**config.mk**
```make
export PLATFORM = sky130hd
export DESIGN_NAME = acc_comparator_control
export DESIGN_NICKNAME = d
export VERILOG_FILES = /design/src/rtl/acc_pkg.sv /design/src/rtl/acc_comparator_control.sv /design/src/rtl/acc_sync.sv
export SDC_FILE = /design/constraint.sdc
export NUM_CORES = 1
export LEC_CHECK = 0
export BUFFER_PORTS_ARGS = -buffer_cell sky130_fd_sc_hd__buf_2
export CAP_MARGIN = 20
export CORE_MARGIN = 2
export CORE_UTILIZATION = 41
export DETAILED_ROUTE_END_ITERATION = 16
export HOLD_SLACK_MARGIN = 0.02
export PLACE_DENSITY = 0.76
export SETUP_SLACK_MARGIN = 0.02
export SLEW_MARGIN = 20
export SYNTH_ARGS = -nofsm -noshare
export SYNTH_HDL_FRONTEND = slang
export SYNTH_SLANG_ARGS = --single-unit
```
**constraint.sdc**
```tcl
create_clock -name clk_sys -period 1.76 [get_ports clk_sys]
set_input_delay 0.088 -clock clk_sys [delete_from_list [all_inputs] [get_ports clk_sys]]
set_output_delay 0.088 -clock clk_sys [all_outputs]
set_load 0.02 [all_outputs]
```
**src/rtl/acc_pkg.sv**
```systemverilog
//----------------------------------------------------------------------------------------------
// Functional notes
// RULE_01 - Raw result is one when positive input exceeds negative input.
// RULE_02 - Mux enabled, converter off: channel_select picks negative channel 0..7.
// RULE_03 - Mux enable is bit 6 of converter ctrl B; reset zero selects the pin.
// RULE_04 - Output enable, bit 0, drives the result onto the output pin.
// RULE_05 - Disable, bit 7, switches comparator power off; resets to zero.
// RULE_06 - Bit 6 puts the internal reference on the positive input.
// RULE_07 - Read-only bit 5 shows the result through a 1-2 cycle synchroniser.
// RULE_08 - Flag bit 4 sets on the selected edge, enabled or not.
// RULE_09 - Vector taken or a written one clears the flag.
// RULE_10 - Request while flag, enable bit 3 and global enable are set.
// RULE_11 - Bit 2 routes the result to timer input capture.
// RULE_12 - Edge select bits 1:0: 00 toggle, 01 reserved, 10 falling, 11 rising.
// RULE_13 - Software clears the enable before changing edge select.
// RULE_14 - Software clears the enable before changing the disable bit.
// RULE_15 - Input disable bits 1 and 0 force that pin's port bit to zero.
// RULE_16 - Unused input-disable and output-enable bits read zero.
// RULE_17 - Software clears converter power reduction before using its mux.
// RULE_18 - Request comes from flag and enable, vectored under global enable.
// RULE_19 - Edges are found by comparing consecutive synchronised samples.
//----------------------------------------------------------------------------------------------
package acc_pkg;

    // Register indices; byte address is four times index.
    localparam logic [7:0] ACC_IDX_CTRL_STATUS = 8'h50;
    localparam logic [7:0] ACC_IDX_OUT_CTRL    = 8'h51;
    localparam logic [7:0] ACC_IDX_IRQ_STATUS  = 8'h52;
    localparam logic [7:0] ACC_IDX_IRQ_MASK    = 8'h53;
    localparam logic [7:0] ACC_IDX_CONV_CTRL_B = 8'h7B;
    localparam logic [7:0] ACC_IDX_DIG_DISABLE = 8'h7F;

    // Status register fields.
    localparam int ACC_BIT_DISABLE = 7;
    localparam int ACC_BIT_BANDGAP = 6;
    localparam int ACC_BIT_OUTPUT  = 5;
    localparam int ACC_BIT_FLAG    = 4;
    localparam int ACC_BIT_INT_EN  = 3;
    localparam int ACC_BIT_CAP_EN  = 2;
    localparam int ACC_BIT_EDGE_HI = 1;
    localparam int ACC_BIT_EDGE_LO = 0;

    // Other register fields.
    localparam int ACC_BIT_MUX_EN   = 6;
    localparam int ACC_BIT_TRIG_HI  = 2;
    localparam int ACC_BIT_OUT_EN   = 0;
    localparam int ACC_BIT_NEG_DDIS = 1;
    localparam int ACC_BIT_POS_DDIS = 0;

    // Interrupt status bits: edge event, result change.
    localparam int ACC_EVT_EDGE   = 0;
    localparam int ACC_EVT_CHANGE = 1;

    // Values after reset.
    localparam logic [7:0] ACC_RST_CTRL_STATUS = 8'h00;
    localparam logic [7:0] ACC_RST_CONV_CTRL_B = 8'h00;
    localparam logic [7:0] ACC_RST_DIG_DISABLE = 8'h00;
    localparam logic [7:0] ACC_RST_OUT_CTRL    = 8'h00;
    localparam logic [1:0] ACC_RST_IRQ         = 2'h0;
    localparam logic [1:0] ACC_RST_EDGE_SEL    = 2'h0;

    // Edge selection codes.
    typedef enum logic [1:0] {
        ACC_EDGE_TOGGLE   = 2'b00,
        ACC_EDGE_RESERVED = 2'b01,
        ACC_EDGE_FALLING  = 2'b10,
        ACC_EDGE_RISING   = 2'b11
    } acc_edge_type;

    // Bus data phase state.
    typedef enum logic [1:0] {
        ACC_PH_IDLE  = 2'b00,
        ACC_PH_WRITE = 2'b01,
        ACC_PH_READ  = 2'b10
    } acc_phase_type;

    // AHB-Lite codes.
    localparam logic [1:0] ACC_HTRANS_NONSEQ = 2'b10;
    localparam logic [1:0] ACC_HTRANS_SEQ    = 2'b11;
    localparam logic       ACC_HRESP_OKAY    = 1'b0;

    // AHB-Lite request.
    typedef struct packed {
        logic        hsel;
        logic [31:0] haddr;
        logic [1:0]  htrans;
        logic        hwrite;
        logic [2:0]  hsize;
        logic [31:0] hwdata;
        logic        hready;
    } acc_ahb_req_type;

    // AHB-Lite response.
    typedef struct packed {
        logic        hreadyout;
        logic        hresp;
        logic [31:0] hrdata;
    } acc_ahb_rsp_type;

    // Controls to the comparator core and converter mux.
    typedef struct packed {
        logic       powerOff;
        logic       posBandgap;
        logic       negFromMux;
        logic [2:0] negChannel;
    } acc_analog_type;

endpackage : acc_pkg

```
**src/rtl/acc_comparator_control.sv**
```systemverilog
// The implementer's own choice: the AHB-Lite register port.
`timescale 1ns/1ns
`default_nettype none
// -----------------------------------------------------------------------------
// Comparator control and status with an AHB-Lite slave.
// -----------------------------------------------------------------------------
module acc_comparator_control (
    // Clock and reset.
    input  wire logic                    clk_sys,
    input  wire logic                    nrst,
    // Register bus.
    input  wire acc_pkg::acc_ahb_req_type ahbReq,
    output var  acc_pkg::acc_ahb_rsp_type ahbRsp,
    // Analog comparator core.
    input  wire logic                    rawResult,
    output var  acc_pkg::acc_analog_type analogCtrl,
    // Converter state, same clock.
    input  wire logic                    converterEnable,
    input  wire logic [2:0]              channelSelect,
    output var  logic [2:0]              converterTriggerSelect,
    // Processor interrupt, same clock.
    input  wire logic                    globalIntEnable,
    input  wire logic                    vectorTaken,
    output var  logic                    compIntRequest,
    output var  logic                    irqLine,
    // Timer input capture.
    output var  logic                    captureSelect,
    output var  logic                    captureSignal,
    // Comparator output pin.
    output var  logic                    compOutPin,
    output var  logic                    compOutPinOe,
    // Pin digital paths.
    input  wire logic                    posPinDigital,
    input  wire logic                    negPinDigital,
    output var  logic                    posPortBit,
    output var  logic                    negPortBit
);

    import acc_pkg::*;

    // -------------------------------------------------------------------------
    // State
    // -------------------------------------------------------------------------

    typedef struct packed {
        logic          compDisable;
        logic          bandgapSel;
        logic          intFlag;
        logic          intEnable;
        logic          capEnable;
        acc_edge_type  edgeSel;
        logic          muxEnable;
        logic [2:0]    trigSel;
        logic          outPinEnable;
        logic          negDigDisable;
        logic          posDigDisable;
        logic [1:0]    irqStatus;
        logic [1:0]    irqMask;
        logic          resultPrev;
        acc_phase_type phase;
        logic [7:0]    phaseIdx;
        logic          phaseMapped;
        acc_ahb_rsp_type rsp;
        acc_analog_type  analog;
        logic          intReq;
        logic          irq;
        logic          capSel;
        logic          capSig;
        logic          outPin;
        logic          outPinOe;
        logic          posPort;
        logic          negPort;
    } acc_state_type;

    acc_state_type state_q;
    acc_state_type state_d;

    // -------------------------------------------------------------------------
    // Synchronisers
    // -------------------------------------------------------------------------

    logic [2:0] syncVec;
    logic       resultSync;
    logic       posPinSync;
    logic       negPinSync;

    // Result and pin levels are asynchronous.
    acc_sync #(
        .WIDTH   (3)
    ) u_sync (
        .clk_sys (clk_sys),
        .nrst    (nrst),
        .asyncIn ({rawResult, posPinDigital, negPinDigital}),
        .syncOut (syncVec)
    );

    assign resultSync = syncVec[2]; // [RULE_07]
    assign posPinSync = syncVec[1];
    assign negPinSync = syncVec[0];

    // -------------------------------------------------------------------------
    // Bus decode
    // -------------------------------------------------------------------------

    logic       addrTaken;
    logic [7:0] addrIdx;
    logic       addrMapped;

    // Taken when selected, active and ready.
    assign addrTaken = ahbReq.hsel && ahbReq.hready &&
                       (ahbReq.htrans == ACC_HTRANS_NONSEQ || ahbReq.htrans == ACC_HTRANS_SEQ);
    assign addrIdx   = ahbReq.haddr[9:2];

    // Only the six register words, aligned, in the window decode.
    always_comb begin
        addrMapped = 1'b0;
        if (ahbReq.haddr[31:10] == 22'h00_0000 && ahbReq.haddr[1:0] == 2'b00) begin
            case (addrIdx)
                ACC_IDX_CTRL_STATUS,
                ACC_IDX_OUT_CTRL,
                ACC_IDX_IRQ_STATUS,
                ACC_IDX_IRQ_MASK,
                ACC_IDX_CONV_CTRL_B,
                ACC_IDX_DIG_DISABLE: addrMapped = 1'b1;
                default:             addrMapped = 1'b0;
            endcase
        end
    end

    // -------------------------------------------------------------------------
    // Register read view
    // -------------------------------------------------------------------------

    logic [7:0] readByte;

    // Unused bits read zero.
    always_comb begin
        readByte = 8'h00;
        case (state_q.phaseIdx)
            ACC_IDX_CTRL_STATUS: begin
                readByte[ACC_BIT_DISABLE] = state_q.compDisable;
                readByte[ACC_BIT_BANDGAP] = state_q.bandgapSel;
                readByte[ACC_BIT_OUTPUT]  = resultSync;              // [RULE_07]
                readByte[ACC_BIT_FLAG]    = state_q.intFlag;
                readByte[ACC_BIT_INT_EN]  = state_q.intEnable;
                readByte[ACC_BIT_CAP_EN]  = state_q.capEnable;
                readByte[ACC_BIT_EDGE_HI:ACC_BIT_EDGE_LO] = state_q.edgeSel;
            end
            ACC_IDX_OUT_CTRL: begin
                readByte[ACC_BIT_OUT_EN] = state_q.outPinEnable;     // [RULE_16]
            end
            ACC_IDX_IRQ_STATUS: begin
                readByte[1:0] = state_q.irqStatus;
            end
            ACC_IDX_IRQ_MASK: begin
                readByte[1:0] = state_q.irqMask;
            end
            ACC_IDX_CONV_CTRL_B: begin
                readByte[ACC_BIT_MUX_EN]    = state_q.muxEnable;
                readByte[ACC_BIT_TRIG_HI:0] = state_q.trigSel;
            end
            ACC_IDX_DIG_DISABLE: begin
                readByte[ACC_BIT_NEG_DDIS] = state_q.negDigDisable;  // [RULE_16]
                readByte[ACC_BIT_POS_DDIS] = state_q.posDigDisable;
            end
            default: readByte = 8'h00;
        endcase
    end

    // -------------------------------------------------------------------------
    // Events
    // -------------------------------------------------------------------------

    logic resultChange;
    logic edgeEvent;

    // Edges from consecutive synchronised samples.
    assign resultChange = resultSync ^ state_q.resultPrev; // [RULE_19]

    // Reserved code raises no event.
    always_comb begin
        case (state_q.edgeSel)
            ACC_EDGE_TOGGLE:  edgeEvent = resultChange;                       // [RULE_12] [RULE_19]
            ACC_EDGE_FALLING: edgeEvent = resultChange && !resultSync;        // [RULE_12]
            ACC_EDGE_RISING:  edgeEvent = resultChange && resultSync;         // [RULE_12]
            default:          edgeEvent = 1'b0;
        endcase
    end

    // -------------------------------------------------------------------------
    // Next state
    // -------------------------------------------------------------------------

    logic       wrStrobe;
    logic [7:0] wrByte;
    logic       flagClear;
    logic [1:0] irqClear;
    logic       negFromMux;

    assign wrStrobe = (state_q.phase == ACC_PH_WRITE) && state_q.phaseMapped;
    assign wrByte   = ahbReq.hwdata[7:0];

    // Write-one-to-clear strobes.
    assign flagClear = vectorTaken ||                                          // [RULE_09]
                       (wrStrobe && state_q.phaseIdx == ACC_IDX_CTRL_STATUS && wrByte[ACC_BIT_FLAG]);
    assign irqClear  = (wrStrobe && state_q.phaseIdx == ACC_IDX_IRQ_STATUS) ? wrByte[1:0] : 2'b00;

    // Mux feeds the negative input only with the converter off.
    assign negFromMux = state_q.muxEnable && !converterEnable; // [RULE_02] [RULE_03]

    always_comb begin
        state_d = state_q;

        // Data-phase writes.
        if (wrStrobe) begin
            case (state_q.phaseIdx)
                ACC_IDX_CTRL_STATUS: begin
                    state_d.compDisable = wrByte[ACC_BIT_DISABLE];  // [RULE_05]
                    state_d.bandgapSel  = wrByte[ACC_BIT_BANDGAP];  // [RULE_06]
                    state_d.intEnable   = wrByte[ACC_BIT_INT_EN];
                    state_d.capEnable   = wrByte[ACC_BIT_CAP_EN];
                    state_d.edgeSel     = acc_edge_type'(wrByte[ACC_BIT_EDGE_HI:ACC_BIT_EDGE_LO]);
                end
                ACC_IDX_OUT_CTRL: begin
                    state_d.outPinEnable = wrByte[ACC_BIT_OUT_EN];  // [RULE_04] [RULE_16]
                end
                ACC_IDX_IRQ_MASK: begin
                    state_d.irqMask = wrByte[1:0];
                end
                ACC_IDX_CONV_CTRL_B: begin
                    state_d.muxEnable = wrByte[ACC_BIT_MUX_EN];    // [RULE_03]
                    state_d.trigSel   = wrByte[ACC_BIT_TRIG_HI:0];
                end
                ACC_IDX_DIG_DISABLE: begin
                    state_d.negDigDisable = wrByte[ACC_BIT_NEG_DDIS]; // [RULE_15] [RULE_16]
                    state_d.posDigDisable = wrByte[ACC_BIT_POS_DDIS];
                end
                default: ;
            endcase
        end

        // Sticky flags: set beats clear.
        state_d.intFlag = (state_q.intFlag && !flagClear) || edgeEvent;        // [RULE_08] [RULE_09]
        state_d.irqStatus[ACC_EVT_EDGE] =
            (state_q.irqStatus[ACC_EVT_EDGE] && !irqClear[ACC_EVT_EDGE]) || edgeEvent;
        state_d.irqStatus[ACC_EVT_CHANGE] =
            (state_q.irqStatus[ACC_EVT_CHANGE] && !irqClear[ACC_EVT_CHANGE]) || resultChange;
        state_d.resultPrev = resultSync;                                        // [RULE_19]

        // Reads wait one cycle so a preceding write is seen.
        state_d.rsp.hresp = ACC_HRESP_OKAY;
        case (state_q.phase)
            ACC_PH_READ: begin
                state_d.rsp.hreadyout = 1'b1;
                state_d.rsp.hrdata    = {24'h00_0000, readByte};
                state_d.phase         = ACC_PH_IDLE;
            end
            ACC_PH_WRITE,
            ACC_PH_IDLE: begin
                state_d.rsp.hreadyout = 1'b1;
                if (addrTaken) begin
                    state_d.phaseIdx    = addrIdx;
                    state_d.phaseMapped = addrMapped;
                    if (ahbReq.hwrite) begin
                        state_d.phase = ACC_PH_WRITE;
                    end else begin
                        state_d.phase         = ACC_PH_READ;
                        state_d.rsp.hreadyout = 1'b0;
                    end
                end else begin
                    state_d.phase = ACC_PH_IDLE;
                end
            end
            default: begin
                state_d.phase         = ACC_PH_IDLE;
                state_d.rsp.hreadyout = 1'b1;
            end
        endcase

        // Analog core controls.
        state_d.analog.powerOff   = state_d.compDisable;                        // [RULE_05]
        state_d.analog.posBandgap = state_d.bandgapSel;                         // [RULE_01] [RULE_06]
        state_d.analog.negFromMux = negFromMux;                                 // [RULE_01] [RULE_02]
        state_d.analog.negChannel = negFromMux ? channelSelect : 3'b000;        // [RULE_02]

        // Interrupt outputs.
        state_d.intReq = state_d.intFlag && state_d.intEnable && globalIntEnable; // [RULE_10] [RULE_18]
        state_d.irq    = |(state_d.irqStatus & state_d.irqMask);

        // Result routing.
        state_d.capSel   = state_d.capEnable;                                   // [RULE_11]
        state_d.capSig   = state_d.capEnable && resultSync;                     // [RULE_11]
        state_d.outPinOe = state_d.outPinEnable;                                // [RULE_04]
        state_d.outPin   = state_d.outPinEnable && resultSync;                  // [RULE_04]

        // Port bits read zero while the buffer is off.
        state_d.posPort = !state_d.posDigDisable && posPinSync;                 // [RULE_15]
        state_d.negPort = !state_d.negDigDisable && negPinSync;                 // [RULE_15]
    end

    // -------------------------------------------------------------------------
    // State register
    // -------------------------------------------------------------------------

    always_ff @(posedge clk_sys or negedge nrst) begin
        if (!nrst) begin
            state_q               <= '0;
            state_q.compDisable   <= ACC_RST_CTRL_STATUS[ACC_BIT_DISABLE];
            state_q.bandgapSel    <= ACC_RST_CTRL_STATUS[ACC_BIT_BANDGAP];
            state_q.intEnable     <= ACC_RST_CTRL_STATUS[ACC_BIT_INT_EN];
            state_q.capEnable     <= ACC_RST_CTRL_STATUS[ACC_BIT_CAP_EN];
            state_q.edgeSel       <= ACC_EDGE_TOGGLE;
            state_q.muxEnable     <= ACC_RST_CONV_CTRL_B[ACC_BIT_MUX_EN];
            state_q.trigSel       <= ACC_RST_CONV_CTRL_B[ACC_BIT_TRIG_HI:0];
            state_q.outPinEnable  <= ACC_RST_OUT_CTRL[ACC_BIT_OUT_EN];
            state_q.negDigDisable <= ACC_RST_DIG_DISABLE[ACC_BIT_NEG_DDIS];
            state_q.posDigDisable <= ACC_RST_DIG_DISABLE[ACC_BIT_POS_DDIS];
            state_q.irqStatus     <= ACC_RST_IRQ;
            state_q.irqMask       <= ACC_RST_IRQ;
            state_q.phase         <= ACC_PH_IDLE;
            state_q.rsp.hreadyout <= 1'b1;
            state_q.rsp.hresp     <= ACC_HRESP_OKAY;
        end else begin
            state_q <= state_d;
        end
    end

    // -------------------------------------------------------------------------
    // Outputs
    // -------------------------------------------------------------------------

    // Outputs come from the state register.
    assign ahbRsp                 = state_q.rsp;
    assign analogCtrl             = state_q.analog;
    assign converterTriggerSelect = state_q.trigSel;
    assign compIntRequest         = state_q.intReq;
    assign irqLine                = state_q.irq;
    assign captureSelect          = state_q.capSel;
    assign captureSignal          = state_q.capSig;
    assign compOutPin             = state_q.outPin;
    assign compOutPinOe           = state_q.outPinOe;
    assign posPortBit             = state_q.posPort;
    assign negPortBit             = state_q.negPort;

endmodule // acc_comparator_control
`default_nettype wire

```
**src/rtl/acc_sync.sv**
```systemverilog
`timescale 1ns/1ns
`default_nettype none
// -----------------------------------------------------------------------------
// Two-stage synchroniser for independent levels.
// -----------------------------------------------------------------------------
module acc_sync #(
    parameter int WIDTH = 1
) (
    // Clock and reset.
    input  wire logic             clk_sys,
    input  wire logic             nrst,
    // Levels.
    input  wire logic [WIDTH-1:0] asyncIn,
    output var  logic [WIDTH-1:0] syncOut
);

    logic [WIDTH-1:0] meta_q;

    // The first stage feeds only the second stage.
    always_ff @(posedge clk_sys or negedge nrst) begin
        if (!nrst) begin
            meta_q  <= '0;
            syncOut <= '0;
        end else begin
            meta_q  <= asyncIn;
            syncOut <= meta_q;
        end
    end

endmodule // acc_sync
`default_nettype wire

```
# [Yosys cells after proc, flatten, opt, wreduce, memory -nomap -nowiden]
# Cells that the tools add are included.
# Widths: inputs -> output; s select.
[totals] regBits=55 out_inout_bits=51 wordCells=114
[op_classes] eq_ne=18 n_mux=24 bitwise=2 reduce_logical=41
[ops] cell="$eq 8x7->1 const B" n=12
[ops] cell="$logic_not 22->1" n=1
[ops] cell="$logic_and 1x1->1" n=19
[ops] cell="$mux 2" n=7
[ops] cell="$mux 11" n=1
[ops] cell="$eq 2x2->1 const B" n=5
[ops] cell="$mux 4" n=2
[ops] cell="$logic_not 1->1" n=7
[ops] cell="$mux 1" n=7
[ops] cell="$logic_not 2->1" n=3
[ops] cell="$mux 3" n=2
[ops] cell="$pmux 1 s6" n=1
[ops] cell="$reduce_and 2->1" n=3
[ops] cell="$reduce_or 6->1" n=1
[ops] cell="$logic_or 1x1->1" n=5
[ops] cell="$pmux 1 s5" n=1
[ops] cell="$pmux 1 s2" n=2
[ops] cell="$reduce_or 2->1" n=2
[ops] cell="$pmux 1 s3" n=1
[ops] cell="$and 2x2->2" n=1
[ops] cell="$eq 2x1->1 const B" n=1
[ops] cell="$xor 1x1->1" n=1

# [Longest topological paths before layout]
[depth] word_depth=10 mapped_depth=6 ltp_nobuf=4

# [Hierarchy]
# From an unflattened synthesis, not the netlist that was laid out.
[unflattened] cells_unflattened=211 area_unflattened_um2=2592.5
[modules_own_cells] mod="acc_comparator_control" n_inst=1 cells_per_inst=205 area_per_inst_um2=2442.3 seq_area_each_um2=1227.4
[modules_own_cells] mod="acc_sync" n_inst=1 cells_per_inst=6 area_per_inst_um2=150.1 seq_area_each_um2=150.1

# [Worst setup path before layout]
# Ideal clock, no wire load.
[synth_timing] path_type="register to register" start="reg state_q[51] (netlist bit)" end="reg state_q (netlist bit irqLine)" setup_ns=0.121 arrival_ns=1.692 slack_ns=-0.053 stages_incl_launch_ff=5 n_path_buf=0 synth_period_minus_slack_ns=1.813 path_cell_list="dfrtp_1 > or3_4 > nor4_4 > mux2_2 > a22o_1"
[synth_rtl] item="start: declaration" line="acc_comparator_control.sv:75" rtl="acc_state_type state_q;"
[synth_rtl] item="start signal: assignment" line="acc_comparator_control.sv:324" rtl="state_q <= state_d;"

==> qor.yml <==
global_route:
  grt_pass1_vias: 1883
  grt_pass1_wl_mm: 8.54
  grt_max_degree: 55
  antenna_found_initial: 0
  track_usage_pct: 15.2
  grt.overflow.total: 0
power:
  peakVddDrop_mv: 0.429
  leakage_nw: 1.69
  power_density_mw_per_mm2: 796
critical_path:
  path_class: "reg2reg"
  critPathMaxFanout: 4
  cp.required_ns: 1.95
  arrival_ns: 1.94
  cp-end-kind: "register"
  setup.worst_path.start_class: "register"
clock_tree:
  root_buffer: "clkbuf_8"
  clk-insertion-delay-late_ns: 0.30
  clock_sinks: 55
  clk_pin_slew_ns: 0.09
  cts_made_buffers: 5
  cts_tree: "yes"
  cts_max_path_buffers: 2
  htree_levels: 2
timing:
  setup_viol: 0
  finalClockSkew_ns: 0.00878
  post-route-period-util_pct: 99.2
  hold_viol_final: 0
  fmax_mhz: 573
  maxSlewViolCount: 0
  period_needed_ns: 1.75
  rsz0062_at_grt: "true"
finish:
  diodes: 0
  layout_common_cells: "buf_2, dfrtp_1, conb_1, mux2_2, buf_4"
  layout.cells.most_common: "buf_2"
  drive_gt1_share_pct: 43.1
  area_growth_pct: 23.6
  nets: 401
  post-route-util_pct: 51.9
  final_cells: 395
  nFillCells: 561
placed_design:
  port-buffer-count: 79
  dpl.hpwl_mm: 3.87
  dp_cells: 374
  gp_congestion: 0.758
synth:
  seq_area_frac_synth_pct: 52.3
  synth_enable_flop_cells: 0
  syn_area_per_cell_sq_um: 11.6
  netlist-cell-type-count: 45
  syn_inst: 228
  synth-warning-count: 0
  async_flop_share_pct: 100
  synth_area_sq_mm: 0.00264
  synth-seq-cells: 55
  synth-main-ff-cell: "dfrtp_1"
die:
  core-area_sq_mm: 0.00628
  rows: 29
  die_w_microns: 84.2
  initial_core_util_pct: 42.0
  die_area_sq_mm: 0.00708
  die_y_microns: 84.2
  num_io_pins: 134
outcome:
  status: "completed"
routing:
  drt-wirelength-per-cell_microns: 13.2
  num_vias: 1870
  route.met3.wl_microns: 367
  post-route-drc-count: 0
  top_layer_used: "met4"
  ant_nets: 0
  drt-met1-wl_mm: 2.16
  routed_via_density: 4.73
  met2_length_mm: 2.61
  drt-initial-drc-count: 59
  dr.pass1.iters: 4
  wirelength_mm: 5.20
job:
  cap_violations: 0
hold_path:
  hold_path.class: "in2reg"
-- per-stage QoR --
step | setup WS, ns | setup TNS [ns] | hold WS [ns] | instance area [sq um] | total power, mW
floorplan | 0.0621 | 0 | -0.208 | 2730 | 1.77
detailed placement | -0.0230 | -0.0358 | 0.0621 | 2990 | 1.90
CTS | 0.0154 | 0 | 0.0210 | 3220 | 2.62
finish | 0.0136 | 0 | 0.0301 | 3260 | 2.59
global route | -0.0618 | -0.123 | 0.0222 | 3260 | 2.73
global placement | -0.0264 | -0.0264 | 0.0616 | 2990 | 1.88
-- synthesized netlist by cell type (3+ instances only) --
cell	n	area, sq um
dfrtp_1	54	1350
buf_4	43	323
mux2_2	21	236
nand2_1	12	45.0
nor2_1	12	45.0
inv_1	9	33.8
nor4_1	7	43.8
and2_1	5	31.3
nand2b_1	5	31.3
nand3_1	5	25.0
nor3_1	5	25.0
nand4_1	4	25.0
and3b_1	3	26.3
nor2b_1	3	18.8
-- worst paths after layout --
path	start	end	slack (ns)	cells after the start
min	ahbReq[42]	state_q[50]$_DFFE_PN0P_	0.03	2
max in group asynchronous	nrst	state_q[50]$_DFFE_PN0P_	1.21	3
max reg2reg	state_q[52]$_DFFE_PN0P_	irqLine$_DFF_PN0_	0.01	4
min reg2reg	u_sync.meta_q[0]$_DFF_PN0_	u_sync.syncOut[0]$_DFF_PN0_	0.36	0
max	state_q[52]$_DFFE_PN0P_	irqLine$_DFF_PN0_	0.01	4
min in group asynchronous	nrst	ahbRsp[33]$_DFF_PN1_	0.26	2
-- where the power goes --
| part | switching (mW) | internal, mW | total, mW |
|---|---|---|---|
| sequential | 0.0658 | 1.35 | 1.41 |
| clock | 0.374 | 0.309 | 0.683 |
| combinational | 0.270 | 0.227 | 0.498 |
| total | 0.710 | 1.88 | 2.59 |
-- worst max-delay path, stage by stage, from the launching register on --
cell and delay, ns:
dfrtp_1 0.41, or3_4 0.42, nor4_4 0.24, mux2_4 0.34, a22o_1 0.23
-- flip-flops by register name, indices dropped and copies added (netlist names) --
name                    flops
state_q                    23
ahbRsp                      9
analogCtrl                  6
converterTriggerSelect      3
u_sync.meta_q               3
u_sync.syncOut              3
captureSelect               1
captureSignal               1
compIntRequest              1
compOutPin                  1
compOutPinOe                1
irqLine                     1
negPortBit                  1
posPortBit                  1
-- per-layer routing --
metal / global-route usage (%) / up-vias
li1: - / 900
met1: 19.1 / 879
met2: 26.6 / 83
met3: 2.95 / 8
met4: 4.40 / 0
met5: 0 / -
-- final cells by class --
class	instances	area, sq um	share of cell area [%]
inverter	9	33.8	1.04
clock inverter	1	5.00	0.154
timing repair buffer	107	651	20.0
sequential	55	1380	42.3
tap	77	96.3	2.96
multi-input combinational	140	1010	31.0
clock buffer	6	82.6	2.53
-- timing repair --
| item | 4_1_cts | 5_1_grt |
|---|---|---|
| endpoints found under the setup margin | 3 | 11 |
| buffers inserted | 0 | 1 |
| pin swaps | 0 | 2 |
| hold buffers | 13 | 0 |
| gates resized for setup | 2 | 6 |
| endpoints found under the hold margin | 68 | 0 |
-- cell families (layout without fill, tap and decap cells) --
| group | Yosys count | count (layout) | share of synthesized area, % |
|---|---|---|---|
| DFF | 55 | 55 | 52.3 |
| AOI/OAI and AO/OA | 15 | 15 | 4.27 |
| and+or+nand+nor | 74 | 74 | 17.2 |
| muxes | 26 | 26 | 11.7 |
| other | 1 | 25 | 0.142 |
| buffers and inverters | 57 | 123 | 14.3 |
(Power assumes the default switching activity.)
